File: config.mk
export PLATFORM = sky130hd
export DESIGN_NAME = periodic_timer
export DESIGN_NICKNAME = d
export VERILOG_FILES = /design/src/pkg/ptm_pkg.sv /design/src/pkg/ptm_tick_if.sv /design/src/hw/periodic_timer.sv /design/src/hw/ptm_clock_gen.sv
export SDC_FILE = /design/constraint.sdc
export NUM_CORES = 1
export LEC_CHECK = 0
export BUFFER_PORTS_ARGS = -buffer_cell sky130_fd_sc_hd__buf_4
export CAP_MARGIN = 40
export CORE_UTILIZATION = 30
export CTS_CLUSTER_DIAMETER = 150
export DETAILED_ROUTE_END_ITERATION = 10
export GPL_TIMING_DRIVEN = 0
export SYNTH_ARGS = -nofsm -noshare
export SYNTH_HDL_FRONTEND = slang
export SYNTH_SLANG_ARGS = --single-unit
export TNS_END_PERCENT = 1
File: constraint.sdc
create_clock -name pclk -period 3.1 [get_ports pclk]
set_input_delay 0.465 -clock pclk [delete_from_list [all_inputs] [get_ports pclk]]
set_output_delay 0.465 -clock pclk [all_outputs]
set_load 0.01 [all_outputs]
File: src/pkg/ptm_pkg.sv
package ptm_pkg;
  // ****************************************************************
  // register map (byte addresses on the apb bus)
  // ****************************************************************
  localparam logic [7:0] ctrl0_off = 8'h00;
  localparam logic [7:0] ctrl1_off = 8'h04;
  localparam logic [7:0] cnt_lo_off = 8'h08;
  localparam logic [7:0] cnt_hi_off = 8'h0c;
  localparam logic [7:0] cmpa_lo_off = 8'h10;
  localparam logic [7:0] cmpa_hi_off = 8'h14;
  localparam logic [7:0] cmpp_lo_off = 8'h18;
  localparam logic [7:0] cmpp_hi_off = 8'h1c;
  localparam logic [7:0] flags_off = 8'h20;
  localparam logic [7:0] adjust_off = 8'h24;

  // ****************************************************************
  // reset values
  // ****************************************************************
  localparam logic [7:0] ctrl_rst = 8'h00;
  localparam logic [9:0] value_rst = 10'h000;

  // ****************************************************************
  // field positions
  // ****************************************************************
  localparam int pause_bit = 7;
  localparam int clksel_lsb = 4;
  localparam int on_bit = 3;
  localparam int mode_lsb = 6;
  localparam int pinfn_lsb = 4;
  localparam int oc_bit = 3;
  localparam int inv_bit = 2;
  localparam int capsrc_bit = 1;
  localparam int clrsel_bit = 0;
  localparam int flag_a_bit = 0;
  localparam int flag_p_bit = 1;
  localparam int adjust_bit = 0;

  // ****************************************************************
  // encodings
  // ****************************************************************
  localparam logic [1:0] mode_compare = 2'h0;
  localparam logic [1:0] mode_capture = 2'h1;
  localparam logic [1:0] mode_pwm = 2'h2;
  localparam logic [1:0] mode_timer = 2'h3;
  localparam logic [1:0] fn_0 = 2'h0;
  localparam logic [1:0] fn_1 = 2'h1;
  localparam logic [1:0] fn_2 = 2'h2;
  localparam logic [1:0] fn_3 = 2'h3;
  localparam logic [2:0] ck_sys_div4 = 3'h0;
  localparam logic [2:0] ck_sys = 3'h1;
  localparam logic [2:0] ck_h_div16 = 3'h2;
  localparam logic [2:0] ck_h_div64 = 3'h3;
  localparam logic [2:0] ck_timebase = 3'h4;
  localparam logic [2:0] ck_h = 3'h5;
  localparam logic [2:0] ck_ext_rise = 3'h6;
  localparam logic [2:0] ck_ext_fall = 3'h7;

  // ****************************************************************
  // cycle counts
  // ****************************************************************
  localparam logic [5:0] div4_last = 6'h03;
  localparam logic [5:0] div16_last = 6'h0f;
  localparam logic [5:0] div64_last = 6'h3f;
  localparam logic [9:0] count_max = 10'h3ff;
endpackage

File: src/pkg/ptm_tick_if.sv
`timescale 1ns/1ps
`default_nettype none
// ****************************************************************
// counter clock and synchronised pin events
// ****************************************************************
interface ptm_tick_if;
  logic [2:0] clock_select;
  logic tick;
  logic ext_rise;
  logic ext_fall;
  logic [1:0] cap_rise;
  logic [1:0] cap_fall;
  modport src (input clock_select, output tick, ext_rise, ext_fall,
               cap_rise, cap_fall);
  modport snk (output clock_select, input tick, ext_rise, ext_fall,
               cap_rise, cap_fall);
endinterface
`default_nettype wire

File: src/hw/periodic_timer.sv
`timescale 1ns/1ps
`default_nettype none
// Behaviour
// - ten-bit up counter, selectable clock source
// - comparators A and P watch the counter
// - timer-on rise clears counter; fall holds it
// - overflow or selected match clears, raises flag
// - pause bit freezes counter, clear resumes
// - three-bit field picks counter clock
// - timer-on enables counting; off stops it
// - compare mode: timer-on rise restores initial pin
// - two-bit mode field selects operating mode
// - timer/counter mode leaves pins undriven
// - compare mode: A match keeps/low/high/toggle
// - pwm mode: inactive, active, pwm, pulse
// - capture mode: rise, fall, both, none
// - no pin change when level already matches
// - output control: initial or active level
// - invert bit flips pin, ignored in timer mode
// - capture source: pins or external clock pin
// - clear on A match, else P/overflow
// - clear select ignored in pwm/pulse/capture
// - counter read only, compares read/write, zeros
// - compare A direct when off, else at reload
// - pwm period P clocks, zero gives 1024
module periodic_timer (
  input wire logic pclk, // system clock
  input wire logic presetn, // async reset, low
  input wire logic pclk_en, // clock enable, freezes all state
  input wire logic psel, // apb select
  input wire logic penable, // apb access phase
  input wire logic pwrite, // apb write
  input wire logic [7:0] paddr, // apb byte address
  input wire logic [31:0] pwdata, // apb write data
  output logic [31:0] prdata, // apb read data
  output logic pready, // apb ready
  output logic pslverr, // apb error, unmapped address
  input wire logic external_clock_pin, // external clock and trigger
  input wire logic timebase_clock, // timebase clock
  input wire logic timer_pin_0_in, // pin 0 level
  output logic timer_pin_0_out, // pin 0 drive level
  output logic timer_pin_0_oe, // pin 0 driven
  input wire logic timer_pin_1_in, // pin 1 level
  output logic timer_pin_1_out, // pin 1 drive level
  output logic timer_pin_1_oe // pin 1 driven
);
  ptm_tick_if tk ();

  logic [7:0] ctrl0_q, ctrl1_q;
  logic [9:0] count_q, cmp_a_buf_q, cmp_a_q, cmp_p_q;
  logic a_flag_q, p_flag_q, adjust_q, on_prev_q, pending_q;
  logic out_q, pin_q, ack_q, err_q;
  logic [31:0] rdata_q;
  logic [2:0] clock_select;
  logic count_pause, timer_on, output_control, output_invert;
  logic capture_source_select, clear_select;
  logic [1:0] mode_select, pin_function_select;
  logic on_rise, run, tick_run, a_hit, p_end, p_hit, cnt_clear;
  logic single, cap_event, set_a, set_p, hw_on_set, hw_on_clr;
  logic [9:0] cnt_inc;
  logic wr, mapped, drive, level_active, pin_level;
  logic [1:0] edge_rise, edge_fall;
  logic [7:0] wbyte;

  // ****************************************************************
  // clock source and pin synchronisers
  // ****************************************************************
  ptm_clock_gen u_clock_gen (
    .pclk(pclk),
    .presetn(presetn),
    .pclk_en(pclk_en),
    .pins_raw({timer_pin_1_in, timer_pin_0_in, timebase_clock,
               external_clock_pin}),
    .tk(tk)
  );

  // ****************************************************************
  // control fields
  // ****************************************************************
  assign count_pause = ctrl0_q[ptm_pkg::pause_bit];
  assign clock_select = ctrl0_q[ptm_pkg::clksel_lsb +: 3];
  assign timer_on = ctrl0_q[ptm_pkg::on_bit];
  assign mode_select = ctrl1_q[ptm_pkg::mode_lsb +: 2];
  assign pin_function_select = ctrl1_q[ptm_pkg::pinfn_lsb +: 2];
  assign output_control = ctrl1_q[ptm_pkg::oc_bit];
  assign output_invert = ctrl1_q[ptm_pkg::inv_bit];
  assign capture_source_select = ctrl1_q[ptm_pkg::capsrc_bit];
  assign clear_select = ctrl1_q[ptm_pkg::clrsel_bit];
  assign tk.clock_select = clock_select;
  assign single = (mode_select == ptm_pkg::mode_pwm) &&
                  (pin_function_select == ptm_pkg::fn_3);
  assign wbyte = pwdata[7:0];

  // ****************************************************************
  // counting and comparators
  // ****************************************************************
  assign on_rise = timer_on & ~on_prev_q;
  assign run = timer_on & ~count_pause;
  assign tick_run = tk.tick & run;
  assign cnt_inc = count_q + 10'h001;
  assign a_hit = tick_run && (cnt_inc == cmp_a_q);
  assign p_end = (cmp_p_q == ptm_pkg::value_rst) ?
                 (count_q == ptm_pkg::count_max) : (cnt_inc == cmp_p_q);
  assign p_hit = tick_run & p_end;

  // clear source per mode; single pulse only restarts on timer-on
  always_comb begin
    case (mode_select)
      ptm_pkg::mode_compare,
      ptm_pkg::mode_timer: cnt_clear = clear_select ? a_hit : p_hit;
      ptm_pkg::mode_pwm: cnt_clear = single ? 1'b0 : p_hit;
      ptm_pkg::mode_capture: cnt_clear = p_hit;
      default: cnt_clear = 1'b0;
    endcase
  end

  always_ff @(posedge pclk or negedge presetn) begin
    if (!presetn) begin
      count_q <= ptm_pkg::value_rst;
      on_prev_q <= 1'b0;
    end else if (pclk_en) begin
      on_prev_q <= timer_on;
      if (on_rise) begin
        count_q <= ptm_pkg::value_rst;
      end else if (cnt_clear) begin
        count_q <= ptm_pkg::value_rst;
      end else if (tick_run) begin
        count_q <= cnt_inc;
      end
    end
  end

  // ****************************************************************
  // capture
  // ****************************************************************
  // capture source
  assign edge_rise = capture_source_select ? {1'b0, tk.ext_rise} :
                     tk.cap_rise;
  assign edge_fall = capture_source_select ? {1'b0, tk.ext_fall} :
                     tk.cap_fall;

  always_comb begin
    case (pin_function_select)
      ptm_pkg::fn_0: cap_event = |edge_rise;
      ptm_pkg::fn_1: cap_event = |edge_fall;
      ptm_pkg::fn_2: cap_event = |(edge_rise | edge_fall);
      ptm_pkg::fn_3: cap_event = 1'b0;
      default: cap_event = 1'b0;
    endcase
    if (!(timer_on && mode_select == ptm_pkg::mode_capture)) begin
      cap_event = 1'b0;
    end
  end

  // ****************************************************************
  // match flags
  // ****************************************************************
  always_comb begin
    case (mode_select)
      ptm_pkg::mode_capture: begin
        set_a = cap_event;
        set_p = p_hit;
      end
      ptm_pkg::mode_pwm: begin
        set_a = a_hit;
        set_p = single ? 1'b0 : p_hit;
      end
      default: begin
        set_a = a_hit;
        set_p = ~clear_select & p_hit;
      end
    endcase
  end

  // sticky flags
  // write one to clear; a hit in the same cycle wins
  always_ff @(posedge pclk or negedge presetn) begin
    if (!presetn) begin
      a_flag_q <= 1'b0;
      p_flag_q <= 1'b0;
    end else if (pclk_en) begin
      if (set_a) begin
        a_flag_q <= 1'b1;
      end else if (wr && paddr == ptm_pkg::flags_off &&
                   wbyte[ptm_pkg::flag_a_bit]) begin
        a_flag_q <= 1'b0;
      end
      if (set_p) begin
        p_flag_q <= 1'b1;
      end else if (wr && paddr == ptm_pkg::flags_off &&
                   wbyte[ptm_pkg::flag_p_bit]) begin
        p_flag_q <= 1'b0;
      end
    end
  end

  // ****************************************************************
  // control registers
  // ****************************************************************
  // single pulse: external rise starts, A match ends the pulse
  assign hw_on_set = single & ~timer_on & tk.ext_rise;
  assign hw_on_clr = single & a_hit;

  // hardware start beats a software clear in the same cycle
  always_ff @(posedge pclk or negedge presetn) begin
    if (!presetn) begin
      ctrl0_q <= ptm_pkg::ctrl_rst;
    end else if (pclk_en) begin
      if (wr && paddr == ptm_pkg::ctrl0_off) begin
        ctrl0_q <= {wbyte[7:3], 3'h0};
      end
      if (hw_on_set) begin
        ctrl0_q[ptm_pkg::on_bit] <= 1'b1;
      end else if (hw_on_clr) begin
        ctrl0_q[ptm_pkg::on_bit] <= 1'b0;
      end
    end
  end

  always_ff @(posedge pclk or negedge presetn) begin
    if (!presetn) begin
      ctrl1_q <= ptm_pkg::ctrl_rst;
      adjust_q <= 1'b0;
    end else if (pclk_en) begin
      if (wr && paddr == ptm_pkg::ctrl1_off) begin
        ctrl1_q <= wbyte;
      end
      if (wr && paddr == ptm_pkg::adjust_off) begin
        adjust_q <= wbyte[ptm_pkg::adjust_bit];
      end
    end
  end

  // ****************************************************************
  // compare values
  // ****************************************************************
  always_ff @(posedge pclk or negedge presetn) begin
    if (!presetn) begin
      cmp_p_q <= ptm_pkg::value_rst;
    end else if (pclk_en) begin
      if (wr && paddr == ptm_pkg::cmpp_lo_off) begin
        cmp_p_q[7:0] <= wbyte;
      end
      if (wr && paddr == ptm_pkg::cmpp_hi_off) begin
        cmp_p_q[9:8] <= wbyte[1:0];
      end
    end
  end

  // compare A reload
  // a running timer only picks up a new A at the next counter clear,
  // so a half-written pair never reaches the comparator mid-period
  always_ff @(posedge pclk or negedge presetn) begin
    if (!presetn) begin
      cmp_a_buf_q <= ptm_pkg::value_rst;
      cmp_a_q <= ptm_pkg::value_rst;
      pending_q <= 1'b0;
    end else if (pclk_en) begin
      if (cap_event) begin
        cmp_a_buf_q <= count_q;
        cmp_a_q <= count_q;
        pending_q <= 1'b0;
      end else if (wr && !adjust_q && (paddr == ptm_pkg::cmpa_lo_off ||
                                       paddr == ptm_pkg::cmpa_hi_off)) begin
        if (paddr == ptm_pkg::cmpa_lo_off) begin
          cmp_a_buf_q[7:0] <= wbyte;
        end else begin
          cmp_a_buf_q[9:8] <= wbyte[1:0];
        end
        if (!timer_on) begin
          if (paddr == ptm_pkg::cmpa_lo_off) begin
            cmp_a_q[7:0] <= wbyte;
          end else begin
            cmp_a_q[9:8] <= wbyte[1:0];
          end
        end else begin
          pending_q <= 1'b1;
        end
      end else if (pending_q && (cnt_clear || on_rise ||
                   (tick_run && count_q == ptm_pkg::count_max))) begin
        cmp_a_q <= cmp_a_buf_q;
        pending_q <= 1'b0;
      end else if (pending_q && !timer_on) begin
        cmp_a_q <= cmp_a_buf_q;
        pending_q <= 1'b0;
      end
    end
  end

  // ****************************************************************
  // output pins
  // ****************************************************************
  // compare mode level, set on timer-on rise and moved by A matches
  always_ff @(posedge pclk or negedge presetn) begin
    if (!presetn) begin
      out_q <= 1'b0;
    end else if (pclk_en && mode_select == ptm_pkg::mode_compare) begin
      if (on_rise) begin
        out_q <= output_control;
      end else if (a_hit) begin
        case (pin_function_select)
          ptm_pkg::fn_0: out_q <= out_q;
          ptm_pkg::fn_1: out_q <= 1'b0;
          ptm_pkg::fn_2: out_q <= 1'b1;
          ptm_pkg::fn_3: out_q <= ~out_q;
          default: out_q <= out_q;
        endcase
      end
    end
  end

  // pwm pin function
  // pwm compare runs even while forced; duty at or over period is 100%
  always_comb begin
    case (pin_function_select)
      ptm_pkg::fn_0: level_active = 1'b0;
      ptm_pkg::fn_1: level_active = 1'b1;
      ptm_pkg::fn_2: level_active = timer_on && (count_q < cmp_a_q);
      ptm_pkg::fn_3: level_active = timer_on;
      default: level_active = 1'b0;
    endcase
  end

  assign drive = (mode_select == ptm_pkg::mode_compare) ||
                 (mode_select == ptm_pkg::mode_pwm);

  always_comb begin
    if (mode_select == ptm_pkg::mode_compare) begin
      pin_level = out_q;
    end else begin
      pin_level = level_active ? output_control : ~output_control;
    end
  end

  always_ff @(posedge pclk or negedge presetn) begin
    if (!presetn) begin
      pin_q <= 1'b0;
    end else if (pclk_en) begin
      pin_q <= drive ? (pin_level ^ output_invert) : 1'b0;
    end
  end

  assign timer_pin_0_out = pin_q;
  assign timer_pin_1_out = pin_q;
  assign timer_pin_0_oe = drive;
  assign timer_pin_1_oe = drive;

  // ****************************************************************
  // apb slave
  // ****************************************************************
  // one wait state: read data is sampled in the first access cycle, writes land in the second
  assign wr = psel & penable & pwrite & ack_q & pclk_en;

  always_comb begin
    case (paddr)
      ptm_pkg::ctrl0_off, ptm_pkg::ctrl1_off, ptm_pkg::cnt_lo_off,
      ptm_pkg::cnt_hi_off, ptm_pkg::cmpa_lo_off, ptm_pkg::cmpa_hi_off,
      ptm_pkg::cmpp_lo_off, ptm_pkg::cmpp_hi_off, ptm_pkg::flags_off,
      ptm_pkg::adjust_off: mapped = 1'b1;
      default: mapped = 1'b0;
    endcase
  end

  always_ff @(posedge pclk or negedge presetn) begin
    if (!presetn) begin
      rdata_q <= 32'h0000_0000;
      ack_q <= 1'b0;
      err_q <= 1'b0;
    end else if (pclk_en) begin
      ack_q <= psel & penable & ~ack_q;
      err_q <= psel & penable & ~ack_q & ~mapped;
      rdata_q <= 32'h0000_0000;
      if (psel && penable && !ack_q && !pwrite) begin
        case (paddr)
          ptm_pkg::ctrl0_off: rdata_q[7:0] <= ctrl0_q;
          ptm_pkg::ctrl1_off: rdata_q[7:0] <= ctrl1_q;
          ptm_pkg::cnt_lo_off: rdata_q[7:0] <= count_q[7:0];
          ptm_pkg::cnt_hi_off: rdata_q[1:0] <= count_q[9:8];
          ptm_pkg::cmpa_lo_off: rdata_q[7:0] <= cmp_a_buf_q[7:0];
          ptm_pkg::cmpa_hi_off: rdata_q[1:0] <= cmp_a_buf_q[9:8];
          ptm_pkg::cmpp_lo_off: rdata_q[7:0] <= cmp_p_q[7:0];
          ptm_pkg::cmpp_hi_off: rdata_q[1:0] <= cmp_p_q[9:8];
          ptm_pkg::flags_off: rdata_q[1:0] <= {p_flag_q, a_flag_q};
          ptm_pkg::adjust_off: rdata_q[0] <= adjust_q;
          default: rdata_q <= 32'h0000_0000;
        endcase
      end
    end
  end

  assign prdata = rdata_q;
  assign pready = ack_q & pclk_en;
  assign pslverr = err_q & pclk_en;
endmodule
`default_nettype wire

File: src/hw/ptm_clock_gen.sv
`timescale 1ns/1ps
`default_nettype none
module ptm_clock_gen (
  input wire logic pclk, // system clock
  input wire logic presetn, // async reset, low
  input wire logic pclk_en, // freezes state while low
  input wire logic [3:0] pins_raw, // ext, timebase, pin0, pin1
  ptm_tick_if.src tk // ticks and edges to the timer
);
  logic [3:0] s1_q, s2_q, s3_q, lvl_q, stable, rise, fall;
  logic [5:0] div_q;

  // ****************************************************************
  // pin synchronisers
  // ****************************************************************
  // three stages; a level counts once stages two and three agree
  genvar i;
  generate
    for (i = 0; i < 4; i++) begin : g_sync
      always_ff @(posedge pclk or negedge presetn) begin
        if (!presetn) begin
          s1_q[i] <= 1'b0;
          s2_q[i] <= 1'b0;
          s3_q[i] <= 1'b0;
          lvl_q[i] <= 1'b0;
        end else if (pclk_en) begin
          s1_q[i] <= pins_raw[i];
          s2_q[i] <= s1_q[i];
          s3_q[i] <= s2_q[i];
          if (stable[i]) begin
            lvl_q[i] <= s3_q[i];
          end
        end
      end
      assign stable[i] = s2_q[i] == s3_q[i];
      assign rise[i] = stable[i] & s3_q[i] & ~lvl_q[i];
      assign fall[i] = stable[i] & ~s3_q[i] & lvl_q[i];
    end
  endgenerate

  // ****************************************************************
  // prescaler
  // ****************************************************************
  // free running, so the first divided tick after a switch can land mid-way
  always_ff @(posedge pclk or negedge presetn) begin
    if (!presetn) begin
      div_q <= 6'h00;
    end else if (pclk_en) begin
      div_q <= div_q + 6'h01;
    end
  end

  // fH taken as the system clock itself
  always_comb begin
    case (tk.clock_select)
      ptm_pkg::ck_sys_div4: tk.tick = div_q[1:0] == ptm_pkg::div4_last[1:0];
      ptm_pkg::ck_sys: tk.tick = 1'b1;
      ptm_pkg::ck_h_div16: tk.tick = div_q[3:0] == ptm_pkg::div16_last[3:0];
      ptm_pkg::ck_h_div64: tk.tick = div_q == ptm_pkg::div64_last;
      ptm_pkg::ck_timebase: tk.tick = rise[1];
      ptm_pkg::ck_h: tk.tick = 1'b1;
      ptm_pkg::ck_ext_rise: tk.tick = rise[0];
      ptm_pkg::ck_ext_fall: tk.tick = fall[0];
      default: tk.tick = 1'b0;
    endcase
  end

  assign tk.ext_rise = rise[0];
  assign tk.ext_fall = fall[0];
  assign tk.cap_rise = rise[3:2];
  assign tk.cap_fall = fall[3:2];
endmodule
`default_nettype wire

==> results.toml <==
[sta]
worst_pin_slew_ns = 0.912
layout_min_cycle_time_ns = 2.99
slew_headroom_pct = 38.7
fin_ws_ns = 0.105
finalSetupViolations = 0
setup-tns-final_ns = 0
finalCritPeriodShare_pct = 96.6
max_freq_mhz = 334
rsz0062_at_grt = "true"
slew_violations = 0
finalClockSkew_ns = 0.0118
final_hold_viol_count = 0

[routing]
routed_via_density = 5.04
drtIter0Drc = 331
vias = 4952
drc = 0
first_pass_iters = 4
postRouteAntennaNets = 0
wire_per_inst_um = 16.9
drt-total-wl_um = 16600

[power_and_ir_drop]
cellPowerDensity_nw_per_um2 = 453
p_seq_share_pct = 44.3
swShare_pct = 31.3
switching_power_mw = 1.00
leakagePower_nw = 3.29
p_int_mw = 2.20
clockPowerShare_pct = 32.8
combPwrFrac_pct = 23.0
vdd_drop_max_mv = 0.236

[logic_synthesis]
ys_seq_area_share_pct = 38.4
synth_seq_cells = 92
yosys_warnings = 0
synth_area_um2 = 6000
syn_inst = 637
ys_types = 71
synth_flop_cell = "dfrtp_1"
syn_area_per_cell_um2 = 9.42
ys_async_sr_fraction_pct = 100
synth_edf_count = 0

[worst_setup_path]
critPathCaptureType = "flip-flop"
setup.worst_path.class = "flip-flop to flip-flop"
cp-startpoint = "count_q[1]"
reg2reg_from = "count_q[1]"
start_kind = "flip-flop"
worstRegToRegCells = 10
timing.critical_path.arrival_ns = 3.24
required_ns = 3.35
path_max_fanout = 7
crit_end = "out_q"
r2r-end = "out_q"
ff2ff_setup_slack_ns = 0.11

[global_routing]
grt_start_max_net_pins = 57
grt-ovfl-total = 0
antenna_found_initial = 0
grt.total_usage_pct = 17.1
grt_pass1_vias = 4680
grt_pass1_wl_um = 26500

[layout]
syn_to_final_growth_pct = 17.7
drive_gt1_share_pct = 21.3
instances_no_fill = 983
final_common_cell = "dfrtp_1"
antenna_cells = 0
final_cell_mix = "dfrtp_1 (90), buf_4 (67), nand2_1 (58), o21ai_0 (44), mux2_2 (38)"
nets = 786
fillers = 2034

[die]
start_util_pct = 30.7
rows = 51
die_y_um = 143
dieWidth_um = 143
die_area_um2 = 20600
io_pins = 88
core-area_um2 = 19500

[clock_network]
path_clk_slew_ns = 0.07
cts_tree = "yes"
clock-sinks = 92
numCtsBuffers = 9
insertion_delay_ns = 0.36
cts_buffer_depth = 2
postCtsHoldBufs = 0
cts_max_level = 3
cts-root-buf = "clkbuf_16"

[placement]
placement.setup.worst_slack_ns = -0.0410
dp_hpwl_um = 12400
gp_congestion = 0.878
placed_cells = 964
port_buffers = 36

[run_status]
status = "completed"

[job]
max_cap_viol_count = 0

[hold_path]
hp-class = "input pin to asynchronous set/reset pin"
-- kinds of logic (layout without fill, tap and decap cells) --
family | count (synthesis) | count (layout) | share of synthesized area, %
and+or+nand+nor | 185 | 185 | 16.1
AOI/OAI and AO/OA | 152 | 152 | 16.8
buffers and inverters | 93 | 151 | 7.88
DFF | 92 | 92 | 38.4
muxes | 61 | 61 | 11.0
xor gates and xnor gates | 31 | 31 | 5.23
adders and majority gates | 22 | 22 | 4.59
other | 1 | 24 | 0.0625
-- power by group through the flow --
stage	Sequential (mW)	Combinational (mW)	Clock (mW)
3_3_place_gp	1.44	0.689	0
2_1_floorplan	1.41	0.499	0
6_report	1.42	0.736	1.05
4_1_cts	1.42	0.704	1.07
5_1_grt	1.44	0.819	1.12
3_5_place_dp	1.44	0.695	0
-- layer usage --
| layer | vias up | GRT usage, % | wire [um] |
|---|---|---|---|
| li1 | 2404 | - | - |
| met1 | 2398 | 24.5 | 8010 |
| met2 | 135 | 26.2 | 7480 |
| met3 | 15 | 2.47 | 838 |
| met4 | 0 | 5.71 | 250 |
| met5 | - | 0 | 0 |
-- worst max-delay path: stages, from the launching register on --
cell and delay, ns:
dfrtp_2 0.45, ha_1 0.19, buf_2 0.16, xor3_1 0.39, nor3_2 0.16, o2111ai_1 0.13
or4b_1 0.50, and4bb_4 0.35, o21ai_2 0.07, a21oi_2 0.15, mux2_1 0.33
-- synthesized netlist by cell type, types with 3 or more instances --
library cell	number	share of area (%)
dfrtp_1	92	38
nand2_1	58	3.6
o21ai_0	44	3.7
mux2_2	38	7.1
inv_1	36	2.3
nor2_1	36	2.3
a21oi_1	31	2.6
buf_4	27	3.4
xnor2_1	23	3.4
ha_1	22	4.6
mux2i_1	22	3.7
clkbuf_1	17	1.1
nor3_1	14	1.2
a22o_1	11	1.6
nand3_1	11	0.92
a22oi_1	10	1.3
nand4_1	10	1.0
nand2b_1	9	0.94
o211ai_1	7	0.88
o22ai_1	7	0.73
o2bb2ai_1	7	1.0
buf_2	6	0.50
nor2b_1	6	0.63
and2_1	5	0.52
buf_1	5	0.31
xor2_1	5	0.73
and3_1	4	0.42
nor4_1	4	0.42
nand3b_1	3	0.38
nor3b_1	3	0.38
o2111ai_1	3	0.44
o221ai_1	3	0.44
o31ai_1	3	0.38
or2_2	3	0.31
-- sequential cells by signal, summed over array words and instances, names as in the netlist, 4 cells and up --
signal	flops
u_clock_gen.s1_q	4
u_clock_gen.s2_q	4
u_clock_gen.s3_q	4
ctrl1_q	8
cmp_a_buf_q	10
prdata	8
cmp_p_q	10
ctrl0_q	5
count_q	10
u_clock_gen.lvl_q	4
u_clock_gen.div_q	6
cmp_a_q	10
-- area by class of cell --
class,instances,area [um2],area share (%)
multi-input combinational,475,3340,47.3
sequential,92,2300,32.6
buffer,57,340,4.82
clock inverter,6,47.5,0.673
tap,265,332,4.69
clock buffer,9,225,3.19
inverter,36,135,1.91
timing repair buffer,43,338,4.78
-- through the flow --
stage	power, mW	hold slack [ns]	area [um2]	util (%)
after CTS	3.20	0.103	7000	35.9
after detailed placement	2.14	0.456	6730	34.5
after global routing	3.38	0.136	7070	36.2
after floorplan	1.91	0.169	6090	-
after global placement	2.13	0.451	6690	34.3
final	3.20	0.0919	7070	36.2
-- repair_timing --
item | CTS | global route
setup buffers | 0 | 4
endpoints found under the setup margin | 9 | 20
gates resized for setup | 2 | 9
pin swaps | 0 | 2
-- how the worst min path moves through the flow --
stage / start / endpoint / slack (ns) / cells past startpoint
floorplan: presetn / a_flag_q / 0.17 / 0
global placement: u_clock_gen.div_q[5] / u_clock_gen.div_q[5] / 0.45 / 1
detailed placement: u_clock_gen.div_q[5] / u_clock_gen.div_q[5] / 0.46 / 1
CTS: presetn / adjust_q / 0.10 / 1
global route: presetn / u_clock_gen.lvl_q[3] / 0.14 / 1
finish: presetn / adjust_q / 0.09 / 1
Note: power is estimated with default switching activity, not from simulation.
